==> src/hw/io_serdes_pkg.sv <==
// Shared constants and types for the pin serdes clocking block
package io_serdes_pkg;
   // Register map, byte addresses
   localparam int AW = 4;
   localparam logic [AW-1:0] CTRL_OFS = 4'h0;
   localparam logic [AW-1:0] TXD_OFS = 4'h4;
   localparam logic [AW-1:0] RXD_OFS = 4'h8;
   localparam logic [AW-1:0] STAT_OFS = 4'hc;
   localparam logic [1:0] RESP_OK = 2'h0;
   localparam logic [1:0] RESP_SLVERR = 2'h2;
   // Converter widths; division is width / 2
   localparam logic [3:0] W8 = 4'h8;
   localparam logic [3:0] W4 = 4'h4;
   // Receive FIFO
   localparam int PTR_W = 2;
   localparam logic [PTR_W:0] FIFO_DEPTH = 3'h4;
   // Usable data lanes of a nibble
   localparam logic [6:0] LANES_ALL = 7'h7f;
   localparam logic [6:0] LANES_DIFF = 7'h3f;
   localparam logic [6:0] LANES_STROBE = 7'h7e;
   // Receive data type
   typedef enum logic [1:0] {
      DT_DATA = 2'h0,
      DT_DATA_CLK = 2'h1,
      DT_SERIAL = 2'h2
   } dtype_t;
   // Transmit sequencer
   typedef enum logic {TX_IDLE = 1'b0, TX_SHIFT = 1'b1} tx_st_t;
   // Control register layout
   typedef struct packed {
      logic trk_in;
      logic trk_out;
      logic trk_third;
      logic diff_in;
      logic master_clk_select;
      logic nibble_share_neg_dir;
      logic nibble_share_pos_dir;
      logic fwd_clk_south_en;
      logic fwd_clk_north_en;
      logic tx_shift90;
      logic rx_phase_n90;
      logic rx_phase_p90;
      logic rx_clk_invert;
      logic width8;
      dtype_t data_type;
      logic serial_mode;
   } ctrl_t;
   localparam logic [16:0] CTRL_RST = 17'h1c008;
   // Status register layout
   typedef struct packed {
      logic [PTR_W:0] fill;
      logic [6:0] lanes;
      logic overflow;
      logic master_ok;
      logic full;
      logic empty;
   } stat_t;
   // Synchronised pin group
   typedef struct packed {
      logic gen_ok;
      logic pll_ok;
      logic nib_neg;
      logic nib_pos;
      logic strobe;
      logic [1:0] rx;
   } pins_t;
   // One receive FIFO entry
   typedef struct packed {
      logic [7:0] img;
      logic [7:0] data;
   } rx_word_t;
endpackage : io_serdes_pkg

==> src/hw/io_serdes_clocking.sv <==
// Pin serdes slice clocking with its nibble controller and AXI4-Lite port
`timescale 1ns/1ps
module io_serdes_clocking
   import io_serdes_pkg::*;
#(
   parameter logic SERIAL_MODE_DEFAULT = 1'b1
) (
   input wire logic aclk,
   input wire logic aresetn,
   input wire logic [AW-1:0] awaddr,
   input wire logic awvalid,
   output logic awready,
   input wire logic [31:0] wdata,
   input wire logic [3:0] wstrb,
   input wire logic wvalid,
   output logic wready,
   output logic [1:0] bresp,
   output logic bvalid,
   input wire logic bready,
   input wire logic [AW-1:0] araddr,
   input wire logic arvalid,
   output logic arready,
   output logic [31:0] rdata,
   output logic [1:0] rresp,
   output logic rvalid,
   input wire logic rready,
   input wire logic [1:0] rx_pin,
   input wire logic strobe_pin,
   input wire logic nibble_pos_in,
   input wire logic nibble_neg_in,
   input wire logic pll_clk_ok,
   input wire logic gen_clk_ok,
   output logic tx_pin,
   output logic fifo_write_clk_copy,
   output logic fwd_clk_north,
   output logic fwd_clk_south,
   output logic nibble_pos_out,
   output logic nibble_neg_out,
   output logic input_delay_track_en,
   output logic output_delay_track_en,
   output logic third_delay_track_en
);
   // Byte-lane merge of a write into an old word
   function automatic logic [31:0] merge(input logic [31:0] old,
      input logic [31:0] nw, input logic [3:0] strb);
      logic [31:0] res;
      res = old;
      for (int i = 0; i < 4; i++) begin
         if (strb[i]) begin
            res[i*8 +: 8] = nw[i*8 +: 8];
         end
      end
      return res;
   endfunction : merge

   // Word address match; an unaligned address is unmapped
   function automatic logic reg_at(input logic [AW-1:0] a,
      input logic [AW-1:0] ofs);
      return a == ofs;
   endfunction : reg_at

   // Right-align a word shifted in from the top
   function automatic logic [7:0] align(input logic [7:0] v,
      input logic w8);
      return w8 ? v : {4'h0, v[7:4]};
   endfunction : align

   ctrl_t ctrl_r, ctrl_nxt;
   pins_t s1_r, s2_r;
   logic awready_r, awready_nxt, wready_r, wready_nxt;
   logic bvalid_r, bvalid_nxt, arready_r, arready_nxt;
   logic rvalid_r, rvalid_nxt, aw_got_r, aw_got_nxt, w_got_r, w_got_nxt;
   logic [1:0] bresp_r, bresp_nxt, rresp_r, rresp_nxt;
   logic [31:0] rdata_r, rdata_nxt, wd_r, wd_nxt;
   logic [AW-1:0] awa_r, awa_nxt;
   logic [3:0] ws_r, ws_nxt;
   logic tx_load, pop_req, ovf_clr;
   logic sp_d1_r, sp_d2_r, sn_d1_r, sn_d2_r;
   logic [7:0] acc_r, acc_nxt, img_r, img_nxt;
   logic [3:0] cnt_r, cnt_nxt, width, tx_cnt_r, tx_cnt_nxt;
   rx_word_t fifo_mem [4];
   rx_word_t word, head;
   logic [PTR_W-1:0] wp_r, wp_nxt, rp_r, rp_nxt;
   logic [PTR_W:0] fill_r, fill_nxt;
   logic ovf_r, ovf_nxt, wclk_r, wclk_nxt, mclk_r, mclk_nxt;
   logic fwdn_r, fwdn_nxt, fwds_r, fwds_nxt, npo_r, npo_nxt;
   logic nno_r, nno_nxt;
   logic [6:0] lanes_r, lanes_nxt;
   logic sp, sn, rise, fall, master_ok, ser, push, push_ok, pop_ok;
   logic [1:0] v, b, ib;
   stat_t stat, stat_wr;
   logic [31:0] wr_ctrl, wr_word;
   tx_st_t tx_st_r, tx_st_nxt;
   logic [7:0] tx_word_r, tx_word_nxt;
   logic tx_bit_r, tx_bit_nxt, tx_dly_r, tx_pin_r, tx_pin_nxt;
   logic [2:0] ser8_cnt_r, ser8_cnt_nxt;

   // Outputs straight from flops
   assign awready = awready_r;
   assign wready = wready_r;
   assign bvalid = bvalid_r;
   assign bresp = bresp_r;
   assign arready = arready_r;
   assign rvalid = rvalid_r;
   assign rdata = rdata_r;
   assign rresp = rresp_r;
   assign tx_pin = tx_pin_r;
   assign fifo_write_clk_copy = wclk_r;
   assign fwd_clk_north = fwdn_r;
   assign fwd_clk_south = fwds_r;
   assign nibble_pos_out = npo_r;
   assign nibble_neg_out = nno_r;
   assign input_delay_track_en = ctrl_r.trk_in;
   assign output_delay_track_en = ctrl_r.trk_out;
   assign third_delay_track_en = ctrl_r.trk_third;

   // Status word and FIFO head
   assign head = fifo_mem[rp_r];
   assign stat = '{fill: fill_r, lanes: lanes_r, overflow: ovf_r,
      master_ok: master_ok, full: fill_r == FIFO_DEPTH,
      empty: fill_r == '0};

   // Bus slave: write and read channels, register decode
   always_comb begin
      wr_ctrl = merge({15'h0, ctrl_r}, wd_r, ws_r);
      wr_word = merge(32'h0, wd_r, ws_r);
      stat_wr = stat_t'(wr_word[$bits(stat_t)-1:0]);
      ctrl_nxt = ctrl_r;
      awready_nxt = awready_r;
      wready_nxt = wready_r;
      bvalid_nxt = bvalid_r;
      bresp_nxt = bresp_r;
      arready_nxt = arready_r;
      rvalid_nxt = rvalid_r;
      rresp_nxt = rresp_r;
      rdata_nxt = rdata_r;
      aw_got_nxt = aw_got_r;
      w_got_nxt = w_got_r;
      awa_nxt = awa_r;
      wd_nxt = wd_r;
      ws_nxt = ws_r;
      tx_load = 1'b0;
      pop_req = 1'b0;
      ovf_clr = 1'b0;
      if (awvalid && awready_r) begin
         awa_nxt = awaddr;
         aw_got_nxt = 1'b1;
         awready_nxt = 1'b0;
      end
      if (wvalid && wready_r) begin
         wd_nxt = wdata;
         ws_nxt = wstrb;
         w_got_nxt = 1'b1;
         wready_nxt = 1'b0;
      end
      if (aw_got_r && w_got_r && !bvalid_r) begin
         bvalid_nxt = 1'b1;
         aw_got_nxt = 1'b0;
         w_got_nxt = 1'b0;
         bresp_nxt = RESP_OK;
         if (reg_at(awa_r, CTRL_OFS)) begin
            ctrl_nxt = ctrl_t'(wr_ctrl[$bits(ctrl_t)-1:0]);
         end else if (reg_at(awa_r, TXD_OFS)) begin
            tx_load = (tx_st_r == TX_IDLE) && ws_r[0];
         end else if (reg_at(awa_r, STAT_OFS)) begin
            ovf_clr = stat_wr.overflow;
         end else if (!reg_at(awa_r, RXD_OFS)) begin
            bresp_nxt = RESP_SLVERR;
         end
      end
      if (bvalid_r && bready) begin
         bvalid_nxt = 1'b0;
         awready_nxt = 1'b1;
         wready_nxt = 1'b1;
      end
      if (arvalid && arready_r) begin
         arready_nxt = 1'b0;
         rvalid_nxt = 1'b1;
         rresp_nxt = RESP_OK;
         rdata_nxt = 32'h0;
         if (reg_at(araddr, CTRL_OFS)) begin
            rdata_nxt = {15'h0, ctrl_r};
         end else if (reg_at(araddr, TXD_OFS)) begin
            rdata_nxt = {23'h0, tx_st_r == TX_SHIFT, tx_word_r};
         end else if (reg_at(araddr, RXD_OFS)) begin
            rdata_nxt = {15'h0, !stat.empty, head};
            pop_req = 1'b1;
         end else if (reg_at(araddr, STAT_OFS)) begin
            rdata_nxt = {18'h0, stat};
         end else begin
            rresp_nxt = RESP_SLVERR;
         end
      end
      if (rvalid_r && rready) begin
         rvalid_nxt = 1'b0;
         arready_nxt = 1'b1;
      end
   end

   // Bus and control registers
   always_ff @(posedge aclk) begin
      if (!aresetn) begin
         ctrl_r <= ctrl_t'(CTRL_RST | {16'h0, SERIAL_MODE_DEFAULT});
         awready_r <= 1'b1;
         wready_r <= 1'b1;
         bvalid_r <= 1'b0;
         bresp_r <= RESP_OK;
         arready_r <= 1'b1;
         rvalid_r <= 1'b0;
         rresp_r <= RESP_OK;
         rdata_r <= 32'h0;
         aw_got_r <= 1'b0;
         w_got_r <= 1'b0;
         awa_r <= '0;
         wd_r <= 32'h0;
         ws_r <= 4'h0;
      end else begin
         ctrl_r <= ctrl_nxt;
         awready_r <= awready_nxt;
         wready_r <= wready_nxt;
         bvalid_r <= bvalid_nxt;
         bresp_r <= bresp_nxt;
         arready_r <= arready_nxt;
         rvalid_r <= rvalid_nxt;
         rresp_r <= rresp_nxt;
         rdata_r <= rdata_nxt;
         aw_got_r <= aw_got_nxt;
         w_got_r <= w_got_nxt;
         awa_r <= awa_nxt;
         wd_r <= wd_nxt;
         ws_r <= ws_nxt;
      end
   end

   // Two-stage synchroniser for every pin input
   always_ff @(posedge aclk) begin
      if (!aresetn) begin
         s1_r <= '0;
         s2_r <= '0;
      end else begin
         s1_r <= '{gen_ok: gen_clk_ok, pll_ok: pll_clk_ok,
            nib_neg: nibble_neg_in, nib_pos: nibble_pos_in,
            strobe: strobe_pin, rx: rx_pin};
         s2_r <= s1_r;
      end
   end

   // Capture clocking, deserialiser, FIFO and clock forwarding
   always_comb begin
      master_ok = ctrl_r.master_clk_select ? s2_r.gen_ok
         : s2_r.pll_ok;
      ser = ctrl_r.serial_mode || ctrl_r.data_type == DT_SERIAL;
      sp = (ctrl_r.nibble_share_pos_dir ? s2_r.nib_pos : s2_r.strobe)
         ^ ctrl_r.rx_clk_invert;
      sn = (ctrl_r.nibble_share_neg_dir ? s2_r.nib_neg : s2_r.strobe)
         ^ ctrl_r.rx_clk_invert;
      // Shifted capture samples the strobe edge one step later
      rise = ctrl_r.rx_phase_p90 ? (sp_d1_r & ~sp_d2_r)
         : (sp & ~sp_d1_r);
      fall = ctrl_r.rx_phase_n90 ? (~sn_d1_r & sn_d2_r)
         : (~sn & sn_d1_r);
      width = ctrl_r.width8 ? W8 : W4;
      if (ser) begin
         v = {2{master_ok}};
         b = s2_r.rx;
         ib = 2'h0;
      end else begin
         v = {fall, rise};
         b = {2{s2_r.rx[0]}};
         ib = 2'h1;
      end
      acc_nxt = acc_r;
      img_nxt = img_r;
      cnt_nxt = cnt_r;
      push = 1'b0;
      word = '0;
      for (int i = 0; i < 2; i++) begin
         if (v[i]) begin
            acc_nxt = {b[i], acc_nxt[7:1]};
            img_nxt = {ib[i], img_nxt[7:1]};
            cnt_nxt = cnt_nxt + 4'h1;
            if (cnt_nxt == width) begin
               push = 1'b1;
               cnt_nxt = 4'h0;
               word.data = align(acc_nxt, ctrl_r.width8);
               word.img = (ctrl_r.data_type == DT_DATA_CLK)
                  ? align(img_nxt, ctrl_r.width8) : 8'h0;
            end
         end
      end
      wclk_nxt = cnt_nxt >= (width >> 1);
      mclk_nxt = master_ok ? ~mclk_r : mclk_r;
      fwdn_nxt = ctrl_r.fwd_clk_north_en & (ser ? mclk_r : sp);
      fwds_nxt = ctrl_r.fwd_clk_south_en & (ser ? mclk_r : sp);
      npo_nxt = ~ctrl_r.nibble_share_pos_dir & s2_r.strobe;
      nno_nxt = ~ctrl_r.nibble_share_neg_dir & s2_r.strobe;
      lanes_nxt = !ser ? LANES_STROBE
         : ctrl_r.diff_in ? LANES_DIFF : LANES_ALL;
      push_ok = push && !stat.full;
      pop_ok = pop_req && !stat.empty;
      ovf_nxt = (push && stat.full) || (ovf_r && !ovf_clr);
      fill_nxt = fill_r + {2'h0, push_ok} - {2'h0, pop_ok};
      wp_nxt = wp_r + {1'b0, push_ok};
      rp_nxt = rp_r + {1'b0, pop_ok};
      ser8_cnt_nxt = !(ser && ctrl_r.width8 && master_ok) ? 3'h0
         : (ser8_cnt_r == 3'h7) ? ser8_cnt_r : ser8_cnt_r + 3'h1;
   end

   // Capture registers and FIFO storage
   always_ff @(posedge aclk) begin
      if (!aresetn) begin
         {sp_d1_r, sp_d2_r, sn_d1_r, sn_d2_r} <= 4'h0;
         acc_r <= 8'h0;
         img_r <= 8'h0;
         cnt_r <= 4'h0;
         {wclk_r, mclk_r, fwdn_r, fwds_r, npo_r, nno_r} <= 6'h0;
         lanes_r <= LANES_ALL;
         ovf_r <= 1'b0;
         fill_r <= '0;
         wp_r <= '0;
         rp_r <= '0;
         ser8_cnt_r <= 3'h0;
      end else begin
         {sp_d1_r, sp_d2_r, sn_d1_r, sn_d2_r} <= {sp, sp_d1_r, sn, sn_d1_r};
         acc_r <= acc_nxt;
         img_r <= img_nxt;
         cnt_r <= cnt_nxt;
         {wclk_r, mclk_r, fwdn_r, fwds_r, npo_r, nno_r} <=
            {wclk_nxt, mclk_nxt, fwdn_nxt, fwds_nxt, npo_nxt, nno_nxt};
         lanes_r <= lanes_nxt;
         ovf_r <= ovf_nxt;
         fill_r <= fill_nxt;
         wp_r <= wp_nxt;
         rp_r <= rp_nxt;
         ser8_cnt_r <= ser8_cnt_nxt;
         if (push_ok) begin
            fifo_mem[wp_r] <= word;
         end
      end
   end

   // Transmit shifter on the master clock, LSB first
   always_comb begin
      tx_st_nxt = tx_st_r;
      tx_word_nxt = tx_word_r;
      tx_cnt_nxt = tx_cnt_r;
      tx_bit_nxt = tx_bit_r;
      case (tx_st_r)
         TX_IDLE: begin
            if (tx_load) begin
               tx_word_nxt = wr_word[7:0];
               tx_cnt_nxt = 4'h0;
               tx_st_nxt = TX_SHIFT;
            end
         end
         TX_SHIFT: begin
            if (master_ok) begin
               tx_bit_nxt = tx_word_r[0];
               tx_word_nxt = {1'b0, tx_word_r[7:1]};
               tx_cnt_nxt = tx_cnt_r + 4'h1;
               if (tx_cnt_nxt == width) begin
                  tx_st_nxt = TX_IDLE;
               end
            end
         end
      endcase
      tx_pin_nxt = ctrl_r.tx_shift90 ? tx_dly_r : tx_bit_r;
   end

   // Transmit registers
   always_ff @(posedge aclk) begin
      if (!aresetn) begin
         tx_st_r <= TX_IDLE;
         tx_word_r <= 8'h0;
         tx_cnt_r <= 4'h0;
         {tx_bit_r, tx_dly_r, tx_pin_r} <= 3'h0;
      end else begin
         tx_st_r <= tx_st_nxt;
         tx_word_r <= tx_word_nxt;
         tx_cnt_r <= tx_cnt_nxt;
         {tx_bit_r, tx_dly_r, tx_pin_r} <= {tx_bit_nxt, tx_bit_r, tx_pin_nxt};
      end
   end
endmodule : io_serdes_clocking

==> config.mk <==
export PLATFORM = sky130hd
export DESIGN_NAME = io_serdes_clocking
export DESIGN_NICKNAME = d
export VERILOG_FILES = /design/src/hw/io_serdes_pkg.sv /design/src/hw/io_serdes_clocking.sv
export SDC_FILE = /design/constraint.sdc
export NUM_CORES = 1
export LEC_CHECK = 0
export BUFFER_PORTS_ARGS = -buffer_cell sky130_fd_sc_hd__buf_2
export CAP_MARGIN = 10
export CORE_MARGIN = 4
export CORE_UTILIZATION = 53
export CTS_BUF_LIST = sky130_fd_sc_hd__clkbuf_16
export CTS_CLUSTER_SIZE = 25
export DETAILED_ROUTE_END_ITERATION = 7
export PLACE_DENSITY_LB_ADDON = 0.05
export SETUP_SLACK_MARGIN = 0.02
export SKIP_CTS_REPAIR_TIMING = 1
export SLEW_MARGIN = 0
export SYNTH_ARGS = -nofsm -noshare
export SYNTH_HDL_FRONTEND = slang
export SYNTH_SLANG_ARGS = --single-unit
export TNS_END_PERCENT = 30
==> constraint.sdc <==
create_clock -name aclk -period 4.8 [get_ports aclk]
set_input_delay 0.96 -clock aclk [delete_from_list [all_inputs] [get_ports aclk]]
set_output_delay 0.96 -clock aclk [all_outputs]
set_load 0.005 [all_outputs]
### Word-level counts from Yosys, hierarchy flattened

Memories as Yosys holds them, arrays and structs flattened. A register that Yosys moved wholly into a read port is not among the register bits.
Cells that the tools add are included.

* memories kept: 1
* memory bits (writable): 64
* input bits: 58
* bits in registers: 157
* output and inout port bits: 50
* logic and storage cells: 211

* multiplexer cells: 73
* bitwise operators: 19
* magnitude comparators: 1
* equal/unequal tests: 14
* reduce and logical (&&, ||, !) cells: 30
* add/sub/neg operators: 7

Memory list
* fifo_mem: words 4, width 16, read ports 1, clocked after memory_dff 1, write ports 1, RTL line io_serdes_clocking.sv:81 `rx_word_t fifo_mem [4];`

Operators with widths (count)
* 8-bit two-way mux: 13
* 16-bit two-way mux: 4
* 17-bit two-way mux: 3
* 1-bit two-way mux: 30
* 4-bit two-way mux: 7
* 2-bit two-way mux: 11
* 4-bit equality test (second input constant): 4
* 8-bit case mux with 2 select lines: 1
* 14-bit two-way mux: 1
* 4-bit by 1-bit adder with 4-bit output (second input constant): 3
* 4-bit equality test: 3
* 1-bit logical AND: 12
* 1-bit inverter: 9
* 3-bit AND reduction: 3
* 1-bit AND: 8
* 4-bit by 3-bit equality test with 1-bit output (second input constant): 2
* 4-bit logical NOT: 2
* 4-bit case mux with 2 select lines: 1
* 7-bit two-way mux: 1
* 2-bit AND reduction: 3
* 2-bit OR reduction: 3
* 2-bit by 1-bit adder with 2-bit output: 2
* 4-bit by 3-bit >= comparator with 1-bit output: 1
* 1-bit logical NOT: 4
* other kinds (10): 13

### Logic depth before layout (Yosys ltp)

Gate-level depths: netlist (run 1).

* depth after elaboration: 15
* depth in mapped cells: 18
* gate-level depth less buffers: 17

### Worst setup path before layout (run 1)

Ideal clock, no wire load.

* path kind: register to register
* start point: reg ctrl_r[10] in the netlist's numbering
* end point: mem fifo_mem[2][0] in the netlist's numbering, enable pin
* period minus slack after synthesis: 5010 ps
* path buffers: 1
* arrival: 4574 ps
* setup slack: -210 ps
* data required time: 4364 ps
* stages on the path, launching flop included: 12
* library setup time: 436 ps
* cells stage by stage: dfxtp_1 > mux2i_2 > mux2_2 > o21ai_1 > clkbuf_1 > a211oi_1 > a21o_1 > ha_1 > xor2_2 > nor4b_4 > nor3_2 > nor4b_1

* cells in the longest elaborated chain, start to end: 14

RTL lines
* start, declared: RTL line io_serdes_clocking.sv:68 `ctrl_t ctrl_r, ctrl_nxt;`
* start signal, assigned: RTL line io_serdes_clocking.sv:203 `ctrl_r <= ctrl_t'(CTRL_RST | {16'h0, SERIAL_MODE_DEFAULT});`
* start signal, assigned: RTL line io_serdes_clocking.sv:218 `ctrl_r <= ctrl_nxt;`
* 1-bit two-way mux *: RTL line io_serdes_clocking.sv:253 `sp = (ctrl_r.nibble_share_pos_dir ? s2_r.nib_pos : s2_r.strobe)`
* 1-bit XOR *: RTL line io_serdes_clocking.sv:254 `^ ctrl_r.rx_clk_invert;`
* 1-bit AND *: RTL line io_serdes_clocking.sv:259 `: (sp & ~sp_d1_r);`
* 1-bit two-way mux *: RTL line io_serdes_clocking.sv:258 `rise = ctrl_r.rx_phase_p90 ? (sp_d1_r & ~sp_d2_r)`
* 2-bit two-way mux *: RTL line io_serdes_clocking.sv:263 `if (ser) begin`
* 4-bit two-way mux: RTL line io_serdes_clocking.sv:278 `if (v[i]) begin`
* 4-bit by 1-bit adder with 4-bit output: RTL line io_serdes_clocking.sv:281 `cnt_nxt = cnt_nxt + 4'h1;`
* 4-bit equality test: RTL line io_serdes_clocking.sv:282 `if (cnt_nxt == width) begin`
* 1-bit two-way mux: RTL line io_serdes_clocking.sv:282
* 1-bit two-way mux *: RTL line io_serdes_clocking.sv:278
* 1-bit logical AND *: RTL line io_serdes_clocking.sv:299 `push_ok = push && !stat.full;`
* 1-bit two-way mux *: RTL line io_serdes_clocking.sv:336 `if (push_ok) begin`
* 1-bit two-way mux *: RTL line io_serdes_clocking.sv:311 `if (!aresetn) begin`
* 1-bit two-way mux (not written as such) *: RTL line io_serdes_clocking.sv:337 `fifo_mem[wp_r] <= word;`
* end, declared: RTL line io_serdes_clocking.sv:81

Every way passes the cells marked *; elsewhere a longest branch is shown, timed or not.

### Worst setup path in the final report (run 1)

* start point: reg ctrl_r[10] in the netlist's numbering
* end point: reg fill_r[2]

* cells in the longest elaborated chain, start to end: 13

RTL lines
* 1-bit two-way mux *: RTL line io_serdes_clocking.sv:253
* 1-bit XOR *: RTL line io_serdes_clocking.sv:254
* 1-bit AND *: RTL line io_serdes_clocking.sv:259
* 1-bit two-way mux *: RTL line io_serdes_clocking.sv:258
* 2-bit two-way mux *: RTL line io_serdes_clocking.sv:263
* 4-bit two-way mux: RTL line io_serdes_clocking.sv:278
* 4-bit by 1-bit adder with 4-bit output: RTL line io_serdes_clocking.sv:281
* 4-bit equality test: RTL line io_serdes_clocking.sv:282
* 1-bit two-way mux: RTL line io_serdes_clocking.sv:282
* 1-bit two-way mux *: RTL line io_serdes_clocking.sv:278
* 1-bit logical AND *: RTL line io_serdes_clocking.sv:299
* 3-bit by 1-bit adder with 3-bit output *: RTL line io_serdes_clocking.sv:302 `fill_nxt = fill_r + {2'h0, push_ok} - {2'h0, pop_ok};`
* 3-bit by 1-bit subtractor with 3-bit output *: RTL line io_serdes_clocking.sv:302
* end signal, assigned: RTL line io_serdes_clocking.sv:332 `fill_r <= fill_nxt;`
* end, declared: RTL line io_serdes_clocking.sv:84 `logic [PTR_W:0] fill_r, fill_nxt;`

Marked as above.
A chain may end at the register's enable or synchronous reset.

==> results.json, run 1 <==
{
  "num_antenna_cells": 0,
  "worstSetupStartpointType": "flip-flop",
  "tightest_slew_ns": 1.05,
  "remaining_drc_errors": 0,
  "place_congestion": 0.842,
  "arrival_ns": 4.74,
  "cts_tree": "yes",
  "power.switching_mw": 0.773,
  "num_io_pins": 108,
  "ys_warn_count": 0,
  "path_clk_slew_ns": 0.07,
  "num_rows": 47,
  "setup_violations": 0,
  "dp_hpwl_um": 14400,
  "core-area_um2": 16600,
  "slew_violations": 0,
  "drtPass1Iterations": 6,
  "final_core_util_pct": 61.1,
  "cp_max_fo": 6,
  "grt_pass1_vias": 6272,
  "ctsLongestPathBuffers": 2,
  "hold_path_class": "reg2reg",
  "rsz0062_at_grt": "false",
  "initial_utilization_pct": 54.3,
  "detail-route-antenna-nets": 0,
  "routedWlPerCell_um": 17.7,
  "die_width_um": 139,
  "num_vias": 6538,
  "antenna_found_initial": 0,
  "track_usage_pct": 21.5,
  "power_density_nw_per_um2": 334,
  "grt_pass1_wl_um": 33100,
  "synthFlopType": "dfxtp_1",
  "critical_path_required_ns": 5.13,
  "p_sw_share_pct": 22.8,
  "port_buffers": 74,
  "ys_seq_elements": 199,
  "synth_area_per_cell_um2": 10.6,
  "maxCapViolations": 0,
  "synth_async_sr_flop_share_pct": 0,
  "ctsHtreeMaxLevel": 4,
  "clock_skew_ns": 0.0104,
  "synth-edff-count": 64,
  "internal_power_mw": 2.62,
  "drive_gt1_share_pct": 18.5,
  "worstSetupEndpointType": "flip-flop",
  "viasPerCell": 5.72,
  "insertion_delay_ns": 0.44,
  "grt_overflow": 0,
  "fin_nets": 980,
  "fin_total_pwr_mw": 3.39,
  "finalCriticalPeriod_ns": 4.41,
  "die_h_um": 139,
  "max-slew-margin-rel_pct": 29.3,
  "comb_power_share_pct": 5.2,
  "status": "complete, no violations",
  "synthToLayoutAreaGrowth_pct": 12.6,
  "yosysSeqAreaShare_pct": 51.2,
  "p_clk_share_pct": 42.4,
  "synth_cell_types": 65,
  "path_class": "reg2reg",
  "grt_max_degree": 115,
  "ir_drop_uv": 252,
  "clock_sinks": 199,
  "clockRootBuffer": "clkbuf_16",
  "hold_viol_final": 0,
  "cts_made_buffers": 17,
  "dieArea_um2": 19200,
  "synth_area_um2": 9030,
  "first_iter_violations": 538,
  "min_period_over_period_pct": 91.9,
  "drt_wl_total_um": 20200,
  "syn_inst": 856,
  "seqPwrFrac_pct": 52.5,
  "p_leak_nw": 3.87,
  "fmax_mhz": 227
}
-- placed cells by master, fill, tap and decap left out, drive strengths merged, types with 5 or more instances in the layout --
cell type  count
dfxtp        135
nand2        133
buf           93
edfxtp        64
nand3         50
and2          48
a21boi        45
o21ai         28
nor2b         27
mux4          23
mux2i         23
clkbuf        19
conb          17
nor2          15
inv           15
o211ai        12
a22oi         12
a21oi         11
a222oi        11
ha            11
nand2b         8
mux2           8
nand4          8
xnor2          7
and3           7
o211a          7
nor3           7
a31oi          6
xor2           6
o221ai         5
clkinv         5
-- kinds of logic (layout without fill, tap and decap cells) --
family,count (synthesis),after routing,synth area share (%)
other,1,17,0.0415
xor gates and xnor gates,13,13,1.34
AOI/OAI and AO/OA,163,163,13.2
muxes,54,54,9.32
and+or+nand+nor,330,330,18.9
DFF,199,199,51.2
adders and majority gates,12,12,1.75
buffers and inverters,84,135,4.25
-- power groups by stage --
| stage | combinational [mW] | sequential (mW) | clock (mW) |
|---|---|---|---|
| 2_1_floorplan | 0.135 | 1.81 | 0 |
| 3_3_place_gp | 0.169 | 1.82 | 0 |
| 3_5_place_dp | 0.175 | 1.82 | 0 |
| 4_1_cts | 0.176 | 1.78 | 1.47 |
| 5_1_grt | 0.198 | 1.78 | 1.55 |
| 6_report | 0.175 | 1.78 | 1.44 |
-- routing by layer --
metal	share of wire (%)	GRT usage [%]
met1	45	29.7
met2	47	34.0
met3	6.1	5.24
met4	1.3	5.77
met5	0	0
-- worst max-delay path, cell delays in order (launching register included) --
cell      delay, ns
dfxtp_1        0.49
mux2i_2        0.35
mux2_2         0.39
o21ai_1        0.32
a211oi_1       0.09
a21o_1         0.21
ha_1           0.25
xor2_2         0.33
nor4b_4        0.30
nor3_2         0.10
or2_2          0.29
ha_1           0.27
inv_1          0.04
ha_1           0.19
fa_1           0.39
xnor2_1        0.14
and2_1         0.16
-- synthesized netlist by cell type, types with 7 or more instances --
library cell | n | area (um^2)
nor2_1 | 15 | 56.3
and2_1 | 48 | 300
o211ai_1 | 11 | 82.6
mux2i_1 | 22 | 220
a21oi_1 | 11 | 55.1
ha_1 | 11 | 138
xnor2_1 | 7 | 61.3
mux2_2 | 8 | 90.1
o21ai_0 | 27 | 135
o211a_1 | 7 | 70.1
nand3_1 | 50 | 250
nor2b_1 | 27 | 169
dfxtp_1 | 135 | 2700
and3_1 | 7 | 43.8
buf_4 | 17 | 128
clkbuf_1 | 47 | 176
edfxtp_1 | 64 | 1920
nand2b_1 | 8 | 50.1
inv_1 | 9 | 33.8
a222oi_1 | 11 | 110
nand2_1 | 133 | 499
a22oi_1 | 11 | 82.6
mux4_2 | 23 | 518
nand4_1 | 8 | 50.1
a21boi_0 | 45 | 338
-- cell type report --
cell class | instances | area, um^2
clock buffers | 19 | 475
clock inverters | 13 | 129
fillers | 1409 | 6470
inverters | 10 | 37.5
multi-input cells | 589 | 4120
flip-flops and latches | 199 | 4620
well taps | 220 | 275
repair buffers | 93 | 515
-- path summary, 6_finish.rpt --
path,startpoint,to,slack [ns],depth (start not counted)
hold / removal,s1_r[0],s2_r[0],0.43,1
setup / recovery,ctrl_r[10],fill_r[2],0.39,16
setup reg to reg,ctrl_r[10],fill_r[2],0.39,16
hold reg to reg,s1_r[0],s2_r[0],0.43,1
-- stage by stage --
stage	area (um^2)	std cells	hold slack [ns]	setup slack (ns)	TNS, ns
finish	10200	1143	0.435	0.387	0
CTS	10200	1143	0.434	0.365	0
detailed placement	9570	1111	0.417	0.401	0
global placement	9570	1111	0.416	0.542	0
global route	10200	1143	0.453	0.114	0
floorplan	9090	872	0.397	-0.210	-8.05
-- sequential cells by signal (all words and copies together), names as in the netlist, 2 cells and up --
register / count
ctrl_r: 14
cnt_r: 4
rp_r: 2
fifo_mem: 64
awa_r: 4
lanes_r: 2
img_r: 7
s2_r: 7
fill_r: 3
rdata: 17
tx_word_r: 8
wd_r: 17
acc_r: 7
tx_cnt_r: 4
s1_r: 7
ws_r: 3
wp_r: 2
Note: power is estimated with default switching activity, not from simulation.
==> run 2: changes to the inputs <==
--- a/config.mk
+++ b/config.mk
@@ -8,7 +8,7 @@
 export BUFFER_PORTS_ARGS = -buffer_cell sky130_fd_sc_hd__buf_2
 export CAP_MARGIN = 10
 export CORE_MARGIN = 4
-export CORE_UTILIZATION = 53
+export CORE_UTILIZATION = 58
 export CTS_BUF_LIST = sky130_fd_sc_hd__clkbuf_16
 export CTS_CLUSTER_SIZE = 25
 export DETAILED_ROUTE_END_ITERATION = 7
==> constraint.sdc (replaced) <==
create_clock -name aclk -period 4.45 [get_ports aclk]
set_input_delay 0.89 -clock aclk [delete_from_list [all_inputs] [get_ports aclk]]
set_output_delay 0.89 -clock aclk [all_outputs]
set_load 0.005 [all_outputs]
==> results.json, run 2 (same netlist as run 1, synthesis figures left out) <==
{
  "port_buffers": 74,
  "num_antenna_cells": 0,
  "min_period_over_period_pct": 93.9,
  "drt_wl_total_um": 20500,
  "synthToLayoutAreaGrowth_pct": 13.0,
  "slowest_stage": "mux2_2",
  "worstSetupStartpointType": "flip-flop",
  "dp.cells": 1109,
  "drive_gt1_share_pct": 19.2,
  "min_from": "s1_r[4]",
  "clockRootBuffer": "clkbuf_16",
  "rsz0062_at_grt": "false",
  "track_usage_pct": 23.7,
  "worst_path_most_repeated_cell": "ha_1",
  "seq_area_um2": 4620,
  "place_congestion": 0.870,
  "num_io_pins": 108,
  "final_core_util_pct": 66.9,
  "grt_max_degree": 76,
  "arrival_ns": 4.51,
  "fmax_mhz": 239,
  "num_vias": 6593,
  "setup_violations": 0,
  "routedWlPerCell_um": 17.9,
  "hold_viol_final": 0,
  "detail-route-antenna-nets": 0,
  "finalCriticalPeriod_ns": 4.18,
  "num_rows": 45,
  "power_density_nw_per_um2": 353,
  "antenna_found_initial": 0,
  "multi_input_area_um2": 4140,
  "insertion_delay_ns": 0.43,
  "largest_register_ffs": 64,
  "slew_violations": 0,
  "ctsHtreeMaxLevel": 4,
  "path_cells": "mux2i_2 -> mux2_2 -> o21ai_2 -> a211oi_1 -> a21o_1 -> ha_1 -> xor2_4 -> nor4b_4 -> nor3_2 -> or2_2 -> ha_1 -> inv_1 -> ha_1 -> fa_1 -> xnor2_1 -> and2_1",
  "grt_pass1_vias": 6282,
  "first_iter_violations": 538,
  "cp-startpoint": "ctrl_r[10]",
  "layout_common_cells": "135 x dfxtp_1, 133 x nand2_1, 73 x buf_2",
  "drtPass1Iterations": 6,
  "die_h_um": 133,
  "max-slew-margin-rel_pct": 23.9,
  "r2r_setup_slack_ns": 0.27,
  "status": "complete, no violations",
  "viasPerCell": 5.78,
  "die_width_um": 133,
  "p_leak_nw": 3.91,
  "cts_tree": "yes",
  "clock_skew_ns": 0.00870,
  "grt_pass1_wl_um": 33100,
  "grt_overflow": 0,
  "maxCapViolations": 0,
  "final_common_cell": "dfxtp_1",
  "worstSetupEndpointType": "flip-flop",
  "regToRegStartpoint": "ctrl_r[10]",
  "ctsLongestPathBuffers": 2,
  "path_clk_slew_ns": 0.07,
  "initial_utilization_pct": 59.2,
  "path_class": "reg2reg",
  "remaining_drc_errors": 0,
  "core-area_um2": 15300,
  "tightest_slew_ns": 1.14,
  "finalNonFillerCells": 1141,
  "clock_sinks": 199,
  "critPathMaxStageDelay_ns": 0.40,
  "dp_hpwl_um": 14800,
  "critical_path_required_ns": 4.78,
  "hold_path_class": "reg2reg",
  "fin_nets": 987,
  "top_register": "fifo_mem",
  "cp_max_fo": 7,
  "fill_cells": 1209,
  "ir_drop_uv": 275,
  "cts_made_buffers": 17,
  "dieArea_um2": 17600
}
[run 2: changes by cell type in the layout (fill, tap and decap cells not counted), sizes merged]
cell	delta
inv	+2
clkbuf	-1
buf	+7
clkinvlp	-1
[run 2: metrics by stage]
stage | worst slack [ns] | TNS, ns | hold WS (ns) | total power, mW | instance area [um^2]
final | 0.269 | 0 | 0.435 | 3.60 | 10200
after global routing | 0.0336 | 0 | 0.456 | 3.74 | 10200
after CTS | 0.0716 | 0 | 0.438 | 3.63 | 10200
after detailed placement | 0.113 | 0 | 0.421 | 2.15 | 9610
after global placement | 0.246 | 0 | 0.418 | 2.15 | 9610
after floorplan | -0.560 | -30.45 | 0.397 | 2.10 | 9090
[run 2: power by group]
part	total [mW]	leakage, nW	switching [mW]	internal, mW
combinational	0.192	1.94	0.110	0.0823
sequential	1.92	1.68	0.0282	1.89
clock	1.49	0.293	0.677	0.810
[run 2: final cells by class]
class                   instances  area share (%)
clock buffers                  18            4.41
well taps                     211            2.59
repair buffers                100            5.57
multi-input cells             589            40.5
clock inverters                14            1.20
inverters                      10           0.368
flip-flops and latches        199            45.3
[run 2: path summary, 6_finish.rpt]
check / end / cells after the start
worst max-delay path: fill_r[2] / 16
worst min-delay path: s2_r[4] / 1
worst max register to register: fill_r[2] / 16
worst min register to register: s2_r[4] / 1
[run 2: metal layers]
metal,vias up,part of all wire (%),track usage [%]
met2,197,47,38.0
met1,3173,45,32.4
met4,0,2.0,7.74
li1,3192,-,-
met5,-,0,0
met3,31,6.3,5.02
[run 2: critical path, delay by kind of cell (launching register included)]
kind | cells | cell delay, ns
DFF | 1 | 0.37
xor gates and xnor gates | 2 | 0.43
adders and majority gates | 4 | 1.11
muxes | 2 | 0.74
and+or+nand+nor | 4 | 0.82
AOI/OAI and AO/OA | 3 | 0.56
buffers and inverters | 1 | 0.04
==> run 3: changes to the inputs <==
--- a/config.mk
+++ b/config.mk
@@ -5,6 +5,7 @@
 export SDC_FILE = /design/constraint.sdc
 export NUM_CORES = 1
 export LEC_CHECK = 0
+export ABC_AREA = 1
 export BUFFER_PORTS_ARGS = -buffer_cell sky130_fd_sc_hd__buf_2
 export CAP_MARGIN = 10
 export CORE_MARGIN = 4
@@ -19,4 +20,4 @@
 export SYNTH_ARGS = -nofsm -noshare
 export SYNTH_HDL_FRONTEND = slang
 export SYNTH_SLANG_ARGS = --single-unit
-export TNS_END_PERCENT = 30
+export TNS_END_PERCENT = 100
==> results.json, run 3 <==
{
  "cp_max_fo": 34,
  "fmax_mhz": 256,
  "cts_made_buffers": 17,
  "grt_overflow": 0,
  "finalCriticalPeriod_ns": 3.90,
  "insertion_delay_ns": 0.44,
  "synthToLayoutAreaGrowth_pct": 12.5,
  "die_width_um": 130,
  "min_period_over_period_pct": 87.6,
  "place_congestion": 0.855,
  "worstSetupStartpointType": "flip-flop",
  "critical_path_required_ns": 4.82,
  "setup_ws_ns": 0.551,
  "top_register": "fifo_mem",
  "synthTopCellsByCount": "183 x nand2_1, 135 x dfxtp_1, 134 x o21ai_0, 121 x nor2_1, 106 x inv_1",
  "synth_async_sr_flop_share_pct": 0,
  "hold_path_class": "reg2reg",
  "largest_register_ffs": 64,
  "grt_pass1_vias": 6322,
  "syn_inst": 1022,
  "grt_max_degree": 47,
  "ys_seq_elements": 199,
  "slowest_stage": "nand3_4",
  "fill_cells": 1245,
  "r2r_cells": 23,
  "tightest_slew_ns": 0.785,
  "setup_tns_ns": 0,
  "hold_viol_final": 0,
  "slew_violations": 0,
  "status": "complete, no violations",
  "synthFlopType": "dfxtp_1",
  "port_buffers": 74,
  "layout_common_cells": "183 x nand2_1, 135 x dfxtp_1, 134 x o21ai_0",
  "ir_drop_uv": 281,
  "regToRegStartpoint": "ctrl_r[1]",
  "final_core_util_pct": 66.8,
  "num_antenna_cells": 0,
  "remaining_drc_errors": 0,
  "cts_tree": "yes",
  "clock_skew_ns": 0.00886,
  "drtPass1Iterations": 5,
  "min_from": "s1_r[6]",
  "clock_sinks": 199,
  "num_rows": 44,
  "setup_violations": 0,
  "synth_cell_types": 46,
  "highest_layer": "met4",
  "final_common_cell": "nand2_1",
  "pre_cts_ws_ns": 0.605,
  "r2r_end": "fill_r[2]",
  "critPathMaxStageDelay_ns": 0.37,
  "ctsLongestPathBuffers": 2,
  "grt_pass1_wl_um": 32400,
  "detail-route-antenna-nets": 0,
  "ctsHtreeMaxLevel": 4,
  "ys_warn_count": 0,
  "synth_top_area_share_pct": 31.3,
  "fin_nets": 1161,
  "path_cells": "inv_2 -> a21oi_4 -> nand4_4 -> nand3_4 -> nand3_2 -> nand2_4 -> ha_1 -> inv_1 -> nand3_1 -> nand2_1 -> nor2_2 -> nand3_2 -> nand2_2 -> nand3_4 -> nand2_2 -> nand2_1 -> ha_1 -> inv_1 -> ha_1 -> fa_1 -> inv_1 -> o21ai_0 -> a21oi_1",
  "rsz0062_at_grt": "false",
  "p_leak_nw": 4.17,
  "dr_wl_met2_um": 9290,
  "arrival_ns": 4.27,
  "first_iter_violations": 714,
  "dieArea_um2": 16900,
  "synth-edff-count": 64,
  "core-area_um2": 14500,
  "viasPerCell": 5.52,
  "antenna_found_initial": 0,
  "yosysSeqAreaShare_pct": 53.5,
  "cp-startpoint": "ctrl_r[1]",
  "initial_utilization_pct": 59.4,
  "die_h_um": 130,
  "synth_area_um2": 8640,
  "drive_gt1_share_pct": 13.1,
  "maxCapViolations": 0,
  "drt_wl_total_um": 20200,
  "num_vias": 7111,
  "num_io_pins": 108,
  "path_clk_slew_ns": 0.07,
  "worstSetupEndpointType": "flip-flop",
  "clockRootBuffer": "clkbuf_16",
  "ys_top_cells_by_area": "dfxtp_1 31%, edfxtp_1 22%, nand2_1 8.0%, o21ai_0 7.8%, nor2_1 5.3%",
  "r2r_setup_slack_ns": 0.55,
  "wl_met3_um": 1340,
  "endpoint": "fill_r[2]",
  "synth_top_area_cell": "dfxtp_1",
  "synth_most_common_cell": "nand2_1",
  "path_class": "reg2reg",
  "track_usage_pct": 24.8,
  "max-slew-margin-rel_pct": 47.1,
  "wl_met1_um": 9090,
  "power_density_nw_per_um2": 379,
  "routedWlPerCell_um": 15.7,
  "synth_area_per_cell_um2": 8.45,
  "dp_hpwl_um": 14300
}
-- run 3: per-layer routing --
layer / GRT usage (%) / vias to the layer above
li1: - / 3554
met1: 35.4 / 3277
met2: 38.2 / 237
met3: 5.12 / 43
met4: 8.07 / 0
met5: 0 / -
-- run 3: report_power, final --
| part | total, mW | internal [mW] | leakage, nW | switching (mW) |
|---|---|---|---|---|
| registers | 1.94 | 1.91 | 1.76 | 0.0308 |
| clock network | 1.53 | 0.821 | 0.292 | 0.708 |
| logic | 0.216 | 0.0751 | 2.12 | 0.141 |
| total | 3.69 | 2.81 | 4.17 | 0.879 |
-- run 3: final cells by class --
| type | count | area [um^2] | share of cell area (%) |
|---|---|---|---|
| Clock inverter | 14 | 135 | 1.39 |
| Timing Repair Buffer | 90 | 490 | 5.05 |
| Inverter | 112 | 420 | 4.33 |
| Clock buffer | 18 | 450 | 4.64 |
| Multi-Input combinational cell | 671 | 3360 | 34.6 |
| Tap cell | 184 | 230 | 2.37 |
| Sequential cell | 199 | 4620 | 47.6 |
-- run 3: through the flow --
step                instance area [um^2]  hold WS [ns]  std cells  power, mW
floorplan                           8700         0.390       1038       2.13
global placement                    9130         0.402       1256       2.19
detailed placement                  9130         0.404       1256       2.20
CTS                                 9720         0.424       1288       3.70
global route                        9720         0.444       1288       3.83
finish                              9720         0.420       1288       3.69
-- run 3: logic make-up (layout without fill, tap and decap cells) --
kind of cell               Yosys count  after routing  synth area share, %
DFF                                199            199                 53.5
adders and majority gates           12             12                 1.83
and+or+nand+nor                    371            371                 18.5
buffers and inverters              168            234                 8.20
other                                1             17               0.0434
xor gates and xnor gates             6              6                0.609
AOI/OAI and AO/OA                  264            264                 17.2
muxes                                1              1                0.116
-- run 3: critical path: cells and delay by family, from the launching register on --
family                   cells  cell delay (ns)
adder cells (fa/ha/maj)      4             1.02
AND/OR/NAND/NOR             12             1.68
flip-flops                   1             0.34
buffers and inverters        4             0.25
AO/OA/AOI/OAI                3             0.54
-- run 3: how the worst min path moves through the flow --
stage | end | slack, ns | cells past startpoint
floorplan | s2_r[0] | 0.39 | 2
global placement | s2_r[4] | 0.40 | 2
detailed placement | s2_r[2] | 0.40 | 2
CTS | s2_r[2] | 0.42 | 2
global route | s2_r[5] | 0.44 | 2
finish | s2_r[6] | 0.42 | 2
